--- config.mk ---
export PLATFORM = sky130hd
export DESIGN_NAME = release_coef_regs
export DESIGN_NICKNAME = d
export VERILOG_FILES = /design/src/pkg/avc_regs_pkg.sv /design/src/core/avc_coef_regs.sv
export VERILOG_INCLUDE_DIRS = /design/src /design/src/pkg
export SDC_FILE = /design/constraint.sdc
export NUM_CORES = 1
export LEC_CHECK = 0
export ABC_CLOCK_PERIOD_IN_PS = 2600
export BUFFER_PORTS_ARGS = -buffer_cell sky130_fd_sc_hd__buf_2
export CORE_UTILIZATION = 54
export CTS_BUF_LIST = sky130_fd_sc_hd__clkbuf_4
export CTS_CLUSTER_DIAMETER = 200
export DETAILED_ROUTE_END_ITERATION = 12
export PLACE_DENSITY = 0.9
export SLEW_MARGIN = 20
export SYNTH_ARGS = -nofsm -noshare
export SYNTH_HDL_FRONTEND = slang
export SYNTH_SLANG_ARGS = --single-unit
--- constraint.sdc ---
create_clock -name MCLK_IN -period 2.6 [get_ports MCLK_IN]
set_clock_uncertainty 0.05 [all_clocks]
set_input_delay 0.65 -clock MCLK_IN [delete_from_list [all_inputs] [get_ports MCLK_IN]]
set_output_delay 0.65 -clock MCLK_IN [all_outputs]
set_load 0.02 [all_outputs]
--- src/pkg/avc_cfg.svh ---
// Register offsets, field positions, reset values and bus answers of the coefficient bank.
`ifndef RELEASE_COEF_CFG_SVH
`define RELEASE_COEF_CFG_SVH
// Register indices; the byte address on the bus is four times the index.
`define IDX_RELEASE_RATE 10'h12A
`define IDX_B1_UPPER 10'h12C
`define IDX_B1_LOWER 10'h12E
`define IDX_B2_UPPER 10'h130
`define IDX_B2_LOWER 10'h132
`define IDX_A1_UPPER 10'h134
`define IDX_A1_LOWER 10'h136
`define IDX_A2_UPPER 10'h138
`define IDX_A2_LOWER 10'h13A
// Address bits that carry the index.
`define ADDR_W 12
`define IDX_MSB 11
`define IDX_LSB 2
// Field widths.
`define RATE_W 12
`define UPPER_W 16
`define LOWER_W 4
`define COEF_W 20
// Reset values.
`define RATE_RST 12'h050
`define UPPER_RST 16'h0000
`define LOWER_RST 4'h0
// Sample release-rate codes: 32, 8, 4 and 2 dB/s.
`define RATE_32DBS 12'h284
`define RATE_8DBS 12'h0A0
`define RATE_4DBS 12'h050
`define RATE_2DBS 12'h028
// Bus responses.
`define RESP_OKAY 2'h0
`define RESP_SLVERR 2'h2
`endif

--- src/pkg/avc_regs_pkg.sv ---
// Types shared by the release-rate and filter-coefficient register bank.
package volume_regs_pkg;
  // One filter coefficient as software stages it: upper word and lower nibble.
  typedef struct packed {
    logic [15:0] upper;
    logic [3:0] lower;
  } coef_t;
  // Register selected by a bus address.
  typedef enum logic [3:0] {
    SEL_RATE = 4'b0000,
    SEL_B1_UP = 4'b0001,
    SEL_B1_LO = 4'b0010,
    SEL_B2_UP = 4'b0011,
    SEL_B2_LO = 4'b0100,
    SEL_A1_UP = 4'b0101,
    SEL_A1_LO = 4'b0110,
    SEL_A2_UP = 4'b0111,
    SEL_A2_LO = 4'b1000,
    SEL_NONE = 4'b1001
  } reg_sel_t;
endpackage

--- src/core/avc_coef_regs.sv ---
// AXI4-Lite register bank for the volume release rate and biquad coefficients.
`timescale 1ns/1ps
`include "avc_cfg.svh"
//
// Overview of operation
// Twelve-bit release rate, reset 0x50, read-write.
// Software encodes rate from dB/s and sample rate.
// Codes 0x284/0xA0/0x50/0x28 mean 32/8/4/2 dB/s.
// Upper word holds coefficient bits 19:4.
// Lower word holds bits 3:0; rest reads zero.
// Coefficient is upper word above lower nibble.
//
module release_coef_regs
  import volume_regs_pkg::*;
(
  input wire logic MCLK_IN,
  input wire logic RSTN_IN,
  input wire logic [11:0] AWADDR_IN,
  input wire logic AWVALID_IN,
  output logic AWREADY_OUT,
  input wire logic [31:0] WDATA_IN,
  input wire logic [3:0] WSTRB_IN,
  input wire logic WVALID_IN,
  output logic WREADY_OUT,
  output logic [1:0] BRESP_OUT,
  output logic BVALID_OUT,
  input wire logic BREADY_IN,
  input wire logic [11:0] ARADDR_IN,
  input wire logic ARVALID_IN,
  output logic ARREADY_OUT,
  output logic [31:0] RDATA_OUT,
  output logic [1:0] RRESP_OUT,
  output logic RVALID_OUT,
  input wire logic RREADY_IN,
  output logic [11:0] RELEASE_RATE_OUT,
  output logic [19:0] COEF_B1_OUT,
  output logic [19:0] COEF_B2_OUT,
  output logic [19:0] COEF_A1_OUT,
  output logic [19:0] COEF_A2_OUT
);

  // ----------------------------------------------------------------
  // Address decode
  // ----------------------------------------------------------------

  // Maps a byte address onto the register it selects.
  function automatic reg_sel_t decode(input logic [11:0] addr);
    logic [9:0] idx;
    idx = addr[`IDX_MSB:`IDX_LSB];
    case (idx)
      `IDX_RELEASE_RATE: decode = SEL_RATE;
      `IDX_B1_UPPER: decode = SEL_B1_UP;
      `IDX_B1_LOWER: decode = SEL_B1_LO;
      `IDX_B2_UPPER: decode = SEL_B2_UP;
      `IDX_B2_LOWER: decode = SEL_B2_LO;
      `IDX_A1_UPPER: decode = SEL_A1_UP;
      `IDX_A1_LOWER: decode = SEL_A1_LO;
      `IDX_A2_UPPER: decode = SEL_A2_UP;
      `IDX_A2_LOWER: decode = SEL_A2_LO;
      default: decode = SEL_NONE;
    endcase
  endfunction

  // Merges the two low byte lanes of a write into a 16-bit register.
  function automatic logic [15:0] merge16(input logic [15:0] old,
                                          input logic [31:0] data,
                                          input logic [3:0] strb);
    merge16 = old;
    if (strb[0]) begin
      merge16[7:0] = data[7:0];
    end
    if (strb[1]) begin
      merge16[15:8] = data[15:8];
    end
  endfunction

  // ----------------------------------------------------------------
  // Storage
  // ----------------------------------------------------------------

  logic [11:0] rate_q; // Release rate code.
  logic [11:0] rate_d; // Next release rate code.
  coef_t b1_q; // Coefficient b1 as staged.
  coef_t b1_d; // Next b1.
  coef_t b2_q; // Coefficient b2 as staged.
  coef_t b2_d; // Next b2.
  coef_t a1_q; // Coefficient a1 as staged.
  coef_t a1_d; // Next a1.
  coef_t a2_q; // Coefficient a2 as staged.
  coef_t a2_d; // Next a2.

  // ----------------------------------------------------------------
  // Write channel state
  // ----------------------------------------------------------------

  logic aw_have_q; // A write address is held.
  logic aw_have_d; // Next held flag.
  logic [11:0] aw_addr_q; // Held write address.
  logic [11:0] aw_addr_d; // Next held write address.
  logic w_have_q; // Write data is held.
  logic w_have_d; // Next held flag.
  logic [31:0] w_data_q; // Held write data.
  logic [31:0] w_data_d; // Next held write data.
  logic [3:0] w_strb_q; // Held byte strobes.
  logic [3:0] w_strb_d; // Next held byte strobes.
  logic awready_q; // Registered address ready.
  logic awready_d; // Next address ready.
  logic wready_q; // Registered data ready.
  logic wready_d; // Next data ready.
  logic bvalid_q; // Write response pending.
  logic bvalid_d; // Next response flag.
  logic [1:0] bresp_q; // Write response code.
  logic [1:0] bresp_d; // Next response code.
  reg_sel_t wsel; // Register addressed by the held write.
  // Merged image of the rate register; only its low twelve bits are kept.
  logic [15:0] rate_merge; // Rate word after byte lanes are merged.

  // ----------------------------------------------------------------
  // Write path and register update
  // ----------------------------------------------------------------

  // Collects address and data in either order, then applies the write
  // once both are held and no earlier response is still waiting.
  always_comb begin
    aw_have_d = aw_have_q;
    aw_addr_d = aw_addr_q;
    w_have_d = w_have_q;
    w_data_d = w_data_q;
    w_strb_d = w_strb_q;
    bvalid_d = bvalid_q;
    bresp_d = bresp_q;
    rate_d = rate_q;
    b1_d = b1_q;
    b2_d = b2_q;
    a1_d = a1_q;
    a2_d = a2_q;
    wsel = decode(aw_addr_q);
    // The rate is merged as a 16-bit word so its lanes behave like the others.
    rate_merge = merge16({4'h0, rate_q}, w_data_q, w_strb_q);
    // The response is retired when the master accepts it.
    if (bvalid_q && BREADY_IN) begin
      bvalid_d = 1'b0;
    end
    // Address capture.
    if (AWVALID_IN && awready_q) begin
      aw_have_d = 1'b1;
      aw_addr_d = AWADDR_IN;
    end
    // Data capture.
    if (WVALID_IN && wready_q) begin
      w_have_d = 1'b1;
      w_data_d = WDATA_IN;
      w_strb_d = WSTRB_IN;
    end
    // Commit the write when both halves are in and the response slot is free.
    if (aw_have_q && w_have_q && !bvalid_q) begin
      aw_have_d = 1'b0;
      w_have_d = 1'b0;
      bvalid_d = 1'b1;
      bresp_d = `RESP_OKAY;
      unique case (wsel)
        // Only the twelve rate bits are stored; the top nibble stays zero.
        SEL_RATE: rate_d = rate_merge[11:0];
        SEL_B1_UP: b1_d.upper = merge16(b1_q.upper, w_data_q, w_strb_q);
        SEL_B2_UP: b2_d.upper = merge16(b2_q.upper, w_data_q, w_strb_q);
        SEL_A1_UP: a1_d.upper = merge16(a1_q.upper, w_data_q, w_strb_q);
        SEL_A2_UP: a2_d.upper = merge16(a2_q.upper, w_data_q, w_strb_q);
        // Lower words keep only bits 3:0, which sit in byte lane 0.
        SEL_B1_LO: b1_d.lower = w_strb_q[0] ? w_data_q[3:0] : b1_q.lower;
        SEL_B2_LO: b2_d.lower = w_strb_q[0] ? w_data_q[3:0] : b2_q.lower;
        SEL_A1_LO: a1_d.lower = w_strb_q[0] ? w_data_q[3:0] : a1_q.lower;
        SEL_A2_LO: a2_d.lower = w_strb_q[0] ? w_data_q[3:0] : a2_q.lower;
        // Unmapped addresses change nothing and answer with an error.
        SEL_NONE: bresp_d = `RESP_SLVERR;
      endcase
    end
    // A channel is ready again only while nothing of its kind is held.
    awready_d = !aw_have_d;
    wready_d = !w_have_d;
  end

  // Registers the write path and the bank contents.
  always_ff @(posedge MCLK_IN or negedge RSTN_IN) begin
    if (!RSTN_IN) begin
      aw_have_q <= 1'b0;
      aw_addr_q <= 12'h000;
      w_have_q <= 1'b0;
      w_data_q <= 32'h00000000;
      w_strb_q <= 4'h0;
      awready_q <= 1'b0;
      wready_q <= 1'b0;
      bvalid_q <= 1'b0;
      bresp_q <= `RESP_OKAY;
      rate_q <= `RATE_RST;
      b1_q <= {`UPPER_RST, `LOWER_RST};
      b2_q <= {`UPPER_RST, `LOWER_RST};
      a1_q <= {`UPPER_RST, `LOWER_RST};
      a2_q <= {`UPPER_RST, `LOWER_RST};
    end else begin
      aw_have_q <= aw_have_d;
      aw_addr_q <= aw_addr_d;
      w_have_q <= w_have_d;
      w_data_q <= w_data_d;
      w_strb_q <= w_strb_d;
      awready_q <= awready_d;
      wready_q <= wready_d;
      bvalid_q <= bvalid_d;
      bresp_q <= bresp_d;
      rate_q <= rate_d;
      b1_q <= b1_d;
      b2_q <= b2_d;
      a1_q <= a1_d;
      a2_q <= a2_d;
    end
  end

  // ----------------------------------------------------------------
  // Read channel
  // ----------------------------------------------------------------

  logic arready_q; // Registered read address ready.
  logic arready_d; // Next read address ready.
  logic rvalid_q; // Read data pending.
  logic rvalid_d; // Next read data flag.
  logic [31:0] rdata_q; // Read data word.
  logic [31:0] rdata_d; // Next read data word.
  logic [1:0] rresp_q; // Read response code.
  logic [1:0] rresp_d; // Next read response code.

  // Takes one read address at a time and answers on the next edge.
  always_comb begin
    rvalid_d = rvalid_q;
    rdata_d = rdata_q;
    rresp_d = rresp_q;
    // The data beat is retired when the master accepts it.
    if (rvalid_q && RREADY_IN) begin
      rvalid_d = 1'b0;
    end
    if (ARVALID_IN && arready_q) begin
      rvalid_d = 1'b1;
      rresp_d = `RESP_OKAY;
      // Unused and reserved bits always read as zero.
      unique case (decode(ARADDR_IN))
        SEL_RATE: rdata_d = {20'h00000, rate_q};
        SEL_B1_UP: rdata_d = {16'h0000, b1_q.upper};
        SEL_B2_UP: rdata_d = {16'h0000, b2_q.upper};
        SEL_A1_UP: rdata_d = {16'h0000, a1_q.upper};
        SEL_A2_UP: rdata_d = {16'h0000, a2_q.upper};
        SEL_B1_LO: rdata_d = {28'h0000000, b1_q.lower};
        SEL_B2_LO: rdata_d = {28'h0000000, b2_q.lower};
        SEL_A1_LO: rdata_d = {28'h0000000, a1_q.lower};
        SEL_A2_LO: rdata_d = {28'h0000000, a2_q.lower};
        SEL_NONE: begin
          rdata_d = 32'h00000000;
          rresp_d = `RESP_SLVERR;
        end
      endcase
    end
    // A new address is taken only while no data beat is waiting.
    arready_d = !rvalid_d;
  end

  // Registers the read channel.
  always_ff @(posedge MCLK_IN or negedge RSTN_IN) begin
    if (!RSTN_IN) begin
      arready_q <= 1'b0;
      rvalid_q <= 1'b0;
      rdata_q <= 32'h00000000;
      rresp_q <= `RESP_OKAY;
    end else begin
      arready_q <= arready_d;
      rvalid_q <= rvalid_d;
      rdata_q <= rdata_d;
      rresp_q <= rresp_d;
    end
  end

  // ----------------------------------------------------------------
  // Outputs
  // ----------------------------------------------------------------

  // Bus handshakes come straight from their flip-flops.
  assign AWREADY_OUT = awready_q;
  assign WREADY_OUT = wready_q;
  assign BVALID_OUT = bvalid_q;
  assign BRESP_OUT = bresp_q;
  assign ARREADY_OUT = arready_q;
  assign RVALID_OUT = rvalid_q;
  assign RDATA_OUT = rdata_q;
  assign RRESP_OUT = rresp_q;

  // The release rate is passed on as stored; the volume control reads
  // it as a per-sample step, so 0x284 is 32 dB/s and 0x50 is 4 dB/s.
  assign RELEASE_RATE_OUT = rate_q;

  // Each coefficient joins its upper word above its lower nibble.
  assign COEF_B1_OUT = {b1_q.upper, b1_q.lower};
  assign COEF_B2_OUT = {b2_q.upper, b2_q.lower};
  assign COEF_A1_OUT = {a1_q.upper, a1_q.lower};
  assign COEF_A2_OUT = {a2_q.upper, a2_q.lower};

endmodule

# ---- Yosys cells after proc, flatten, opt, wreduce, memory -nomap -nowiden
# Index checks and enable logic that the tools add are counted.
dict set report classes {
  reduce_logical 28
  n_eq_ne 36
  muxes 14
}
# cell count
set ops {}
lappend ops {{32-bit one-hot mux with 10 select lines} 1}
lappend ops {{10-bit by 9-bit equality test with 1-bit output (second input constant)} 18}
lappend ops {{4-bit one-hot mux with 9 select lines} 2}
lappend ops {{3-bit AND reduction} 14}
lappend ops {{4-bit by 3-bit equality test with 1-bit output (second input constant)} 8}
lappend ops {{4-bit by 2-bit equality test with 1-bit output (second input constant)} 4}
lappend ops {{4-bit equality test (second input constant)} 4}
lappend ops {{4-bit by 1-bit equality test with 1-bit output (second input constant)} 2}
lappend ops {{4-bit zero test} 2}
lappend ops {{1-bit 2-to-1 mux} 8}
lappend ops {{1-bit logical AND} 7}
lappend ops {{1-bit zero test} 4}
lappend ops {{2-bit 2-to-1 mux} 2}
lappend ops {{4-bit 2-to-1 mux} 1}
lappend ops {{2-bit nonzero test} 1}
dict set report totals {
  elab_cells 105
  inputBits 67
  regBits 165
  out_inout_bits 133
}

# ---- Longest topological paths before layout
# Gate-level depths: netlist of the first run.
dict set report logic_depth {
  ltp_word 5
  mapped_depth 6
  ltp_nobuf 4
}

# ---- Worst setup path before layout of the first run
# Ideal clock, no wire load.
dict set report synth_timing {
  path_type {in2reg}
  from {in ARADDR_IN[6]}
  to {reg rdata_q[2], in the netlist RDATA_OUT[2]}
  arrival_time_ns 2.232
  setup_slack_ns 0.195
  t_required_ns 2.427
  stages 6
  setup_time_ns 0.123
  path_buffers 2
  cell_sequence {or4b_1 buf_2 or3_1 buf_2 or3_1 o221a_2}
}
dict set report synth_between {
  elab_chain_cells 5
  elab_cells_between_ends 22
  cone_classes {18 x eq/ne; 3 x mux; 1 x reduce/logical}
}
# element line_no
set synth_lines {}
lappend synth_lines {{start, declared} avc_coef_regs.sv:28} ;# input wire logic [11:0] ARADDR_IN,
lappend synth_lines {{10-bit by 9-bit equality test with 1-bit output} avc_coef_regs.sv:50} ;# case (idx)
lappend synth_lines {{4-bit one-hot mux with 9 select lines (*)} avc_coef_regs.sv:50}
lappend synth_lines {{4-bit 2-to-1 mux (*)} avc_coef_regs.sv:239} ;# if (ARVALID_IN && arready_q) begin
lappend synth_lines {{4-bit equality test (tied with other cells)} avc_coef_regs.sv:243} ;# unique case (decode(ARADDR_IN))
lappend synth_lines {{32-bit one-hot mux with 10 select lines (*)} avc_coef_regs.sv:243}
lappend synth_lines {{end signal, assigned} avc_coef_regs.sv:273} ;# rdata_q <= rdata_d;
lappend synth_lines {{end, declared} avc_coef_regs.sv:225} ;# logic [31:0] rdata_q;
# Every way passes the cells marked *; elsewhere a longest branch is shown, timed or not. The select of a mux whose other input is x is not followed.
# A chain may end at the register's enable or synchronous reset.

# ---- Worst setup path after layout of the first run
dict set report layout_timing {
  from {reg bvalid_q, in the netlist BVALID_OUT}
  to {reg a1_q (netlist bit COEF_A1_OUT[10])}
}
dict set report layout_between {
  elab_chain_cells 3
}
# element line_no
set layout_lines {}
lappend layout_lines {{start, declared} avc_coef_regs.sv:110} ;# logic bvalid_q;
lappend layout_lines {{start signal, assigned} avc_coef_regs.sv:207} ;# bvalid_q <= bvalid_d;
lappend layout_lines {{1-bit zero test} avc_coef_regs.sv:156} ;# if (aw_have_q && w_have_q && !bvalid_q) begin
lappend layout_lines {{1-bit logical AND} avc_coef_regs.sv:156}
lappend layout_lines {{3-bit AND reduction (no line)} n/a}
lappend layout_lines {{end signal, assigned} avc_coef_regs.sv:197} ;# a1_q <= {`UPPER_RST, `LOWER_RST};
lappend layout_lines {{end, declared} avc_coef_regs.sv:87} ;# coef_t a1_q;
# Every way passes these cells.

==> flow_summary.json, run 1 <==
{
  "max_stage_delay_ns": 0.64,
  "critPathLaunchType": "flip-flop",
  "grt_overflow_total": 0,
  "h-tree-depth": 4,
  "met1_usage_pct": 36.7,
  "vias": 5185,
  "first_pass_iters": 5,
  "place.gp.congestion": 0.900,
  "synth-seq-cells": 145,
  "cap_violations": 0,
  "grt_util_met3_pct": 8.82,
  "whs_ns": 0.247,
  "drive_above_1_share_pct": 51.5,
  "synth_ff_type": "dfrtp_1",
  "setup_violations": 0,
  "nNetsFinal": 767,
  "max_freq_ghz": 0.424,
  "cts_buffer_depth": 2,
  "worstSetupPathType": "flip-flop to flip-flop",
  "critPathRequiredTime_ns": 2.97,
  "route.detailed.drc": 0,
  "cp_max_fo": 8,
  "grt_most_used_layer": "met2",
  "dp_hpwl_um": 13100,
  "outcome": "completed",
  "yosysWarnings": 0,
  "ctsResizeCount": 0,
  "portBuffers": 159,
  "critPathArrivalTime_ns": 2.73,
  "power_density_nw_per_um2": 692,
  "cts_sinks": 145,
  "dieArea_um2": 12900,
  "crit_slowest_cell": "or3b_1",
  "post-cts-setup-buffer-count": 0,
  "tns_ns": 0,
  "maxSlewViolCount": 0,
  "start_util_pct": 55.7,
  "ys_seq_area_share_pct": 54.0,
  "rows": 40,
  "syn_avg_cell_area_um2": 13.0,
  "yosysUniqueCellTypes": 56,
  "hold_viol_final": 0,
  "path_clk_slew_ns": 0.11,
  "fill_cells": 907,
  "ioPinCount": 200,
  "rsz0062_at_grt": "false",
  "period_needed_ns": 2.36,
  "clk_latency_ns": 0.55,
  "routedWlPerCell_um": 20.1,
  "syn2layout_area_growth_pct": 20.4,
  "synth_edf_count": 0,
  "drt_iter0_drc": 317,
  "grt_use_met2_pct": 44.6,
  "final_common_cell": "buf_2",
  "mostFrequentLayoutCells": "buf_2, dfrtp_1, mux2_2, buf_4, o21ai_0",
  "path_delay_family": "simple AND/OR/NAND/NOR gates",
  "slew_headroom_pct": 58.1,
  "antennaDiodeCount": 0,
  "core_area_um2": 12100,
  "antenna_found_initial": 0,
  "grt_max_degree": 67,
  "ir_drop_uv": 648,
  "ant_nets": 0,
  "synth_area_um2": 6720,
  "worst_slew_pin_slew_ns": 0.627,
  "numCtsBuffers": 17,
  "p_leak_uw": 0.00407,
  "min_path_type": "input pin to flip-flop",
  "cp-end-kind": "flip-flop",
  "root_buffer": "clkbuf_4",
  "die_x_um": 114,
  "path_buf_inv": 0,
  "synthCells": 517,
  "viasPerCell": 5.89,
  "cts_tree": "built",
  "grt_first_pass_wirelength_um": 27800,
  "grt_pass1_vias": 5169,
  "async_reset_ff_share_pct": 100,
  "chipHeight_um": 114,
  "routed_wl_um": 17700,
  "worstPathCellList": "nand3b_1 -> or3b_1 -> nor3_4 -> mux2_2",
  "grt_usage_pct": 28.8,
  "finalCritPeriodShare_pct": 90.7
}
## final timing paths
path	start	endpoint	slack (ns)	cells past startpoint
min in group asynchronous	RSTN_IN	RDATA_OUT[7]	0.54	2
worst min-delay path	BREADY_IN	BVALID_OUT	0.25	2
max in group asynchronous	RSTN_IN	COEF_A2_OUT[14]	1.22	3
worst max-delay path	BVALID_OUT	COEF_A1_OUT[10]	0.24	4
worst min register to register	RDATA_OUT[13]	RDATA_OUT[13]	0.46	2
worst max register to register	BVALID_OUT	COEF_A1_OUT[10]	0.24	4
## routing by layer
layer,vias up,part of all wire [%]
met3,53,8.4
met2,274,48
met4,0,3.5
met1,2598,40
met5,-,0
li1,2260,-
## Yosys cell counts (5+ instances only)
master,number,area share (%)
dfrtp_1,143,53
mux2_2,122,20
o21ai_0,19,1.4
buf_4,18,2.0
clkbuf_1,18,1.0
nand2_1,16,0.89
mux2i_1,12,1.8
nand3_1,11,0.82
a21oi_1,10,0.74
nand3b_1,10,1.1
nor2_1,8,0.45
inv_1,7,0.39
nor3_1,7,0.52
a31oi_1,6,0.56
nand2b_1,6,0.56
nor2b_1,6,0.56
or3_1,6,0.56
a211oi_1,5,0.56
o221a_2,5,0.84
## what timing repair did
item / in CTS / in global routing
setup endpoints to repair: 0 / 0
endpoints found under the hold margin: 43 / 0
hold buffers: 1 / 0
## report_power, final
group	switching (uW)	internal (uW)	total, uW	leakage (uW)
Sequential	454	2600	3060	0.00191
Combinational	654	509	1160	0.00202
Clock	822	560	1380	0.000139
Total	1930	3670	5600	0.00407
## state kept, by name, summed over array words and instances, names as in the netlist, 2 cells and up
signal and flops:
w_data_q 16, RELEASE_RATE_OUT 12, COEF_B1_OUT 20, w_strb_q 2, RDATA_OUT 16, COEF_B2_OUT 20
aw_addr_q 10, COEF_A1_OUT 20, COEF_A2_OUT 20
## area by class of cell
type,instances,area (um2),area share (%)
sequential,145,3630,44.9
multi-input combinational,338,2900,35.8
timing repair buffer,191,1060,13.1
tap,168,210,2.60
clock inverter,15,144,1.78
clock buffer,17,128,1.58
inverter,7,26.3,0.325
## cells by family after synthesis
logic type | after synthesis | synth area share [%]
buf+inv | 51 | 3.93
flops | 145 | 54.0
mux | 135 | 22.4
other cells | 1 | 0.0558
simple gates | 107 | 11.4
compound gates | 78 | 8.15
## per-stage QoR
stage	cell area (um2)	util [%]	total power, uW	setup WS (ns)	instances
after CTS	8090	67.1	5600	0.229	881
final	8090	67.1	5600	0.242	881
after floorplan	6790	-	3770	0.195	534
after global routing	8090	67.1	5850	0.107	881
after global placement	7810	64.8	4150	0.140	848
after detailed placement	7810	64.8	4250	0.0560	848
No activity file was read; power rests on OpenSTA's default activity.
==> run 2, diff against run 1 <==
CELL_PAD_IN_SITES_DETAIL_PLACEMENT = 2   (was default)
CELL_PAD_IN_SITES_GLOBAL_PLACEMENT = 2   (was default)
CORE_UTILIZATION = 35   (was 54)
==> flow_summary.json, run 2 (same netlist as run 1, synthesis figures left out) <==
{
  "placed_area_um2": 7970,
  "routedWlPerCell_um": 26.4,
  "p_leak_uw": 0.00412,
  "syn2layout_area_growth_pct": 22.8,
  "setup_violations": 0,
  "cp_max_fo": 8,
  "ant_nets": 0,
  "placed_cells": 923,
  "start_util_pct": 35.8,
  "ctsResizeCount": 0,
  "slew_headroom_pct": 57.8,
  "dp_hpwl_um": 18300,
  "power_density_nw_per_um2": 704,
  "grt_first_pass_wirelength_um": 38200,
  "rsz0062_at_grt": "false",
  "core_area_um2": 18800,
  "cts_sinks": 145,
  "path_clk_slew_ns": 0.13,
  "ioPinCount": 200,
  "maxSlewViolCount": 0,
  "outcome": "completed",
  "cts_tree": "built",
  "antenna_found_initial": 0,
  "numCtsBuffers": 17,
  "whs_path_depth": 2,
  "cts_buffer_depth": 2,
  "chipHeight_um": 141,
  "drt_iter0_drc": 210,
  "min_to": "BVALID_OUT",
  "tns_ns": 0,
  "antennaDiodeCount": 0,
  "cp-end-kind": "flip-flop",
  "grt_max_degree": 63,
  "max_stage_delay_ns": 0.57,
  "mostFrequentLayoutCells": "buf_2, dfrtp_1, mux2_2, buf_4, o21ai_0",
  "whs_ns": 0.242,
  "final_common_cell": "buf_2",
  "ff2ff_path_depth": 5,
  "min_path_type": "input pin to flip-flop",
  "ir_drop_uv": 460,
  "r2r-start": "aw_addr_q[2]",
  "viasPerCell": 5.53,
  "post-cts-setup-buffer-count": 0,
  "cts_hold_buf": 1,
  "ff2ff_setup_slack_ns": 0.13,
  "worstSetupPathType": "flip-flop to flip-flop",
  "place.gp.congestion": 0.855,
  "max_freq_ghz": 0.404,
  "period_needed_ns": 2.47,
  "clk_latency_ns": 0.57,
  "total_power_uw": 5820,
  "worstReg2RegEnd": "COEF_B1_OUT[9]",
  "grt_pass1_vias": 6072,
  "cap_violations": 0,
  "root_buffer": "clkbuf_4",
  "nNetsFinal": 776,
  "critPathLaunchType": "flip-flop",
  "finalNonFillerCells": 955,
  "crit_slowest_cell": "nor4b_2",
  "routed_wl_um": 25200,
  "h-tree-depth": 4,
  "grt_overflow_total": 0,
  "hold_viol_final": 0,
  "final_area_um2": 8260,
  "route.detailed.drc": 0,
  "worst_slew_pin_slew_ns": 0.632,
  "finalCritPeriodShare_pct": 95.1,
  "min-delay-start": "BREADY_IN",
  "dieArea_um2": 19800,
  "die_x_um": 141,
  "drive_above_1_share_pct": 52.1,
  "portBuffers": 159,
  "worstPathCellList": "nor4b_2 -> nand3_2 -> nor3_4 -> buf_4 -> mux2_2",
  "rows": 50,
  "grt_usage_pct": 26.4,
  "critPathArrivalTime_ns": 2.88,
  "vias": 5281,
  "critPathRequiredTime_ns": 3.00,
  "first_pass_iters": 4
}
## run 2: cell type report
type,instances,area [um2]
well taps,234,293
clock buffers,18,135
repair buffers,200,1140
flip-flops and latches,145,3630
fillers,1924,10500
multi-input cells,338,2900
clock inverters,13,136
inverters,7,26.3
## run 2: critical path: cells and delay by family (launching register included)
family / cells / cell delay [ns]
buf+inv: 1 / 0.27
mux: 1 / 0.40
simple gates: 3 / 1.22
flops: 1 / 0.42
## run 2: through the flow
stage / setup WS, ns / util (%)
final: 0.126 / 44.0
after global routing: 0.0617 / 44.0
after CTS: 0.134 / 44.0
after detailed placement: 0.0835 / 42.5
after global placement: 0.0826 / 42.5
after floorplan: 0.195 / -
## run 2: power breakdown
group          internal [uW]  total (uW)  leakage (uW)  switching [uW]
clock                    574        1460      0.000142             887
sequential              2600        3070       0.00191             468
combinational            525        1290       0.00207             760
## run 2: per-layer routing
layer	up-vias	global-route usage (%)	wire [um]
li1	2267	-	-
met5	-	0	0
met4	0	10.6	718
met3	50	7.78	1610
met1	2762	30.0	9880
met2	202	46.6	13000
## run 2: how the worst max path moves through the flow
stage	from	end	slack (ns)	cells after the start
6_report	aw_addr_q[2]	COEF_B1_OUT[9]	0.13	5
5_1_grt	aw_addr_q[2]	COEF_A1_OUT[13]	0.06	5
2_1_floorplan	ARADDR_IN[6]	RDATA_OUT[2]	0.20	6
3_3_place_gp	ARADDR_IN[9]	RDATA_OUT[10]	0.08	5
4_1_cts	aw_addr_q[2]	COEF_B1_OUT[9]	0.13	5
3_5_place_dp	ARADDR_IN[9]	RDATA_OUT[2]	0.08	5
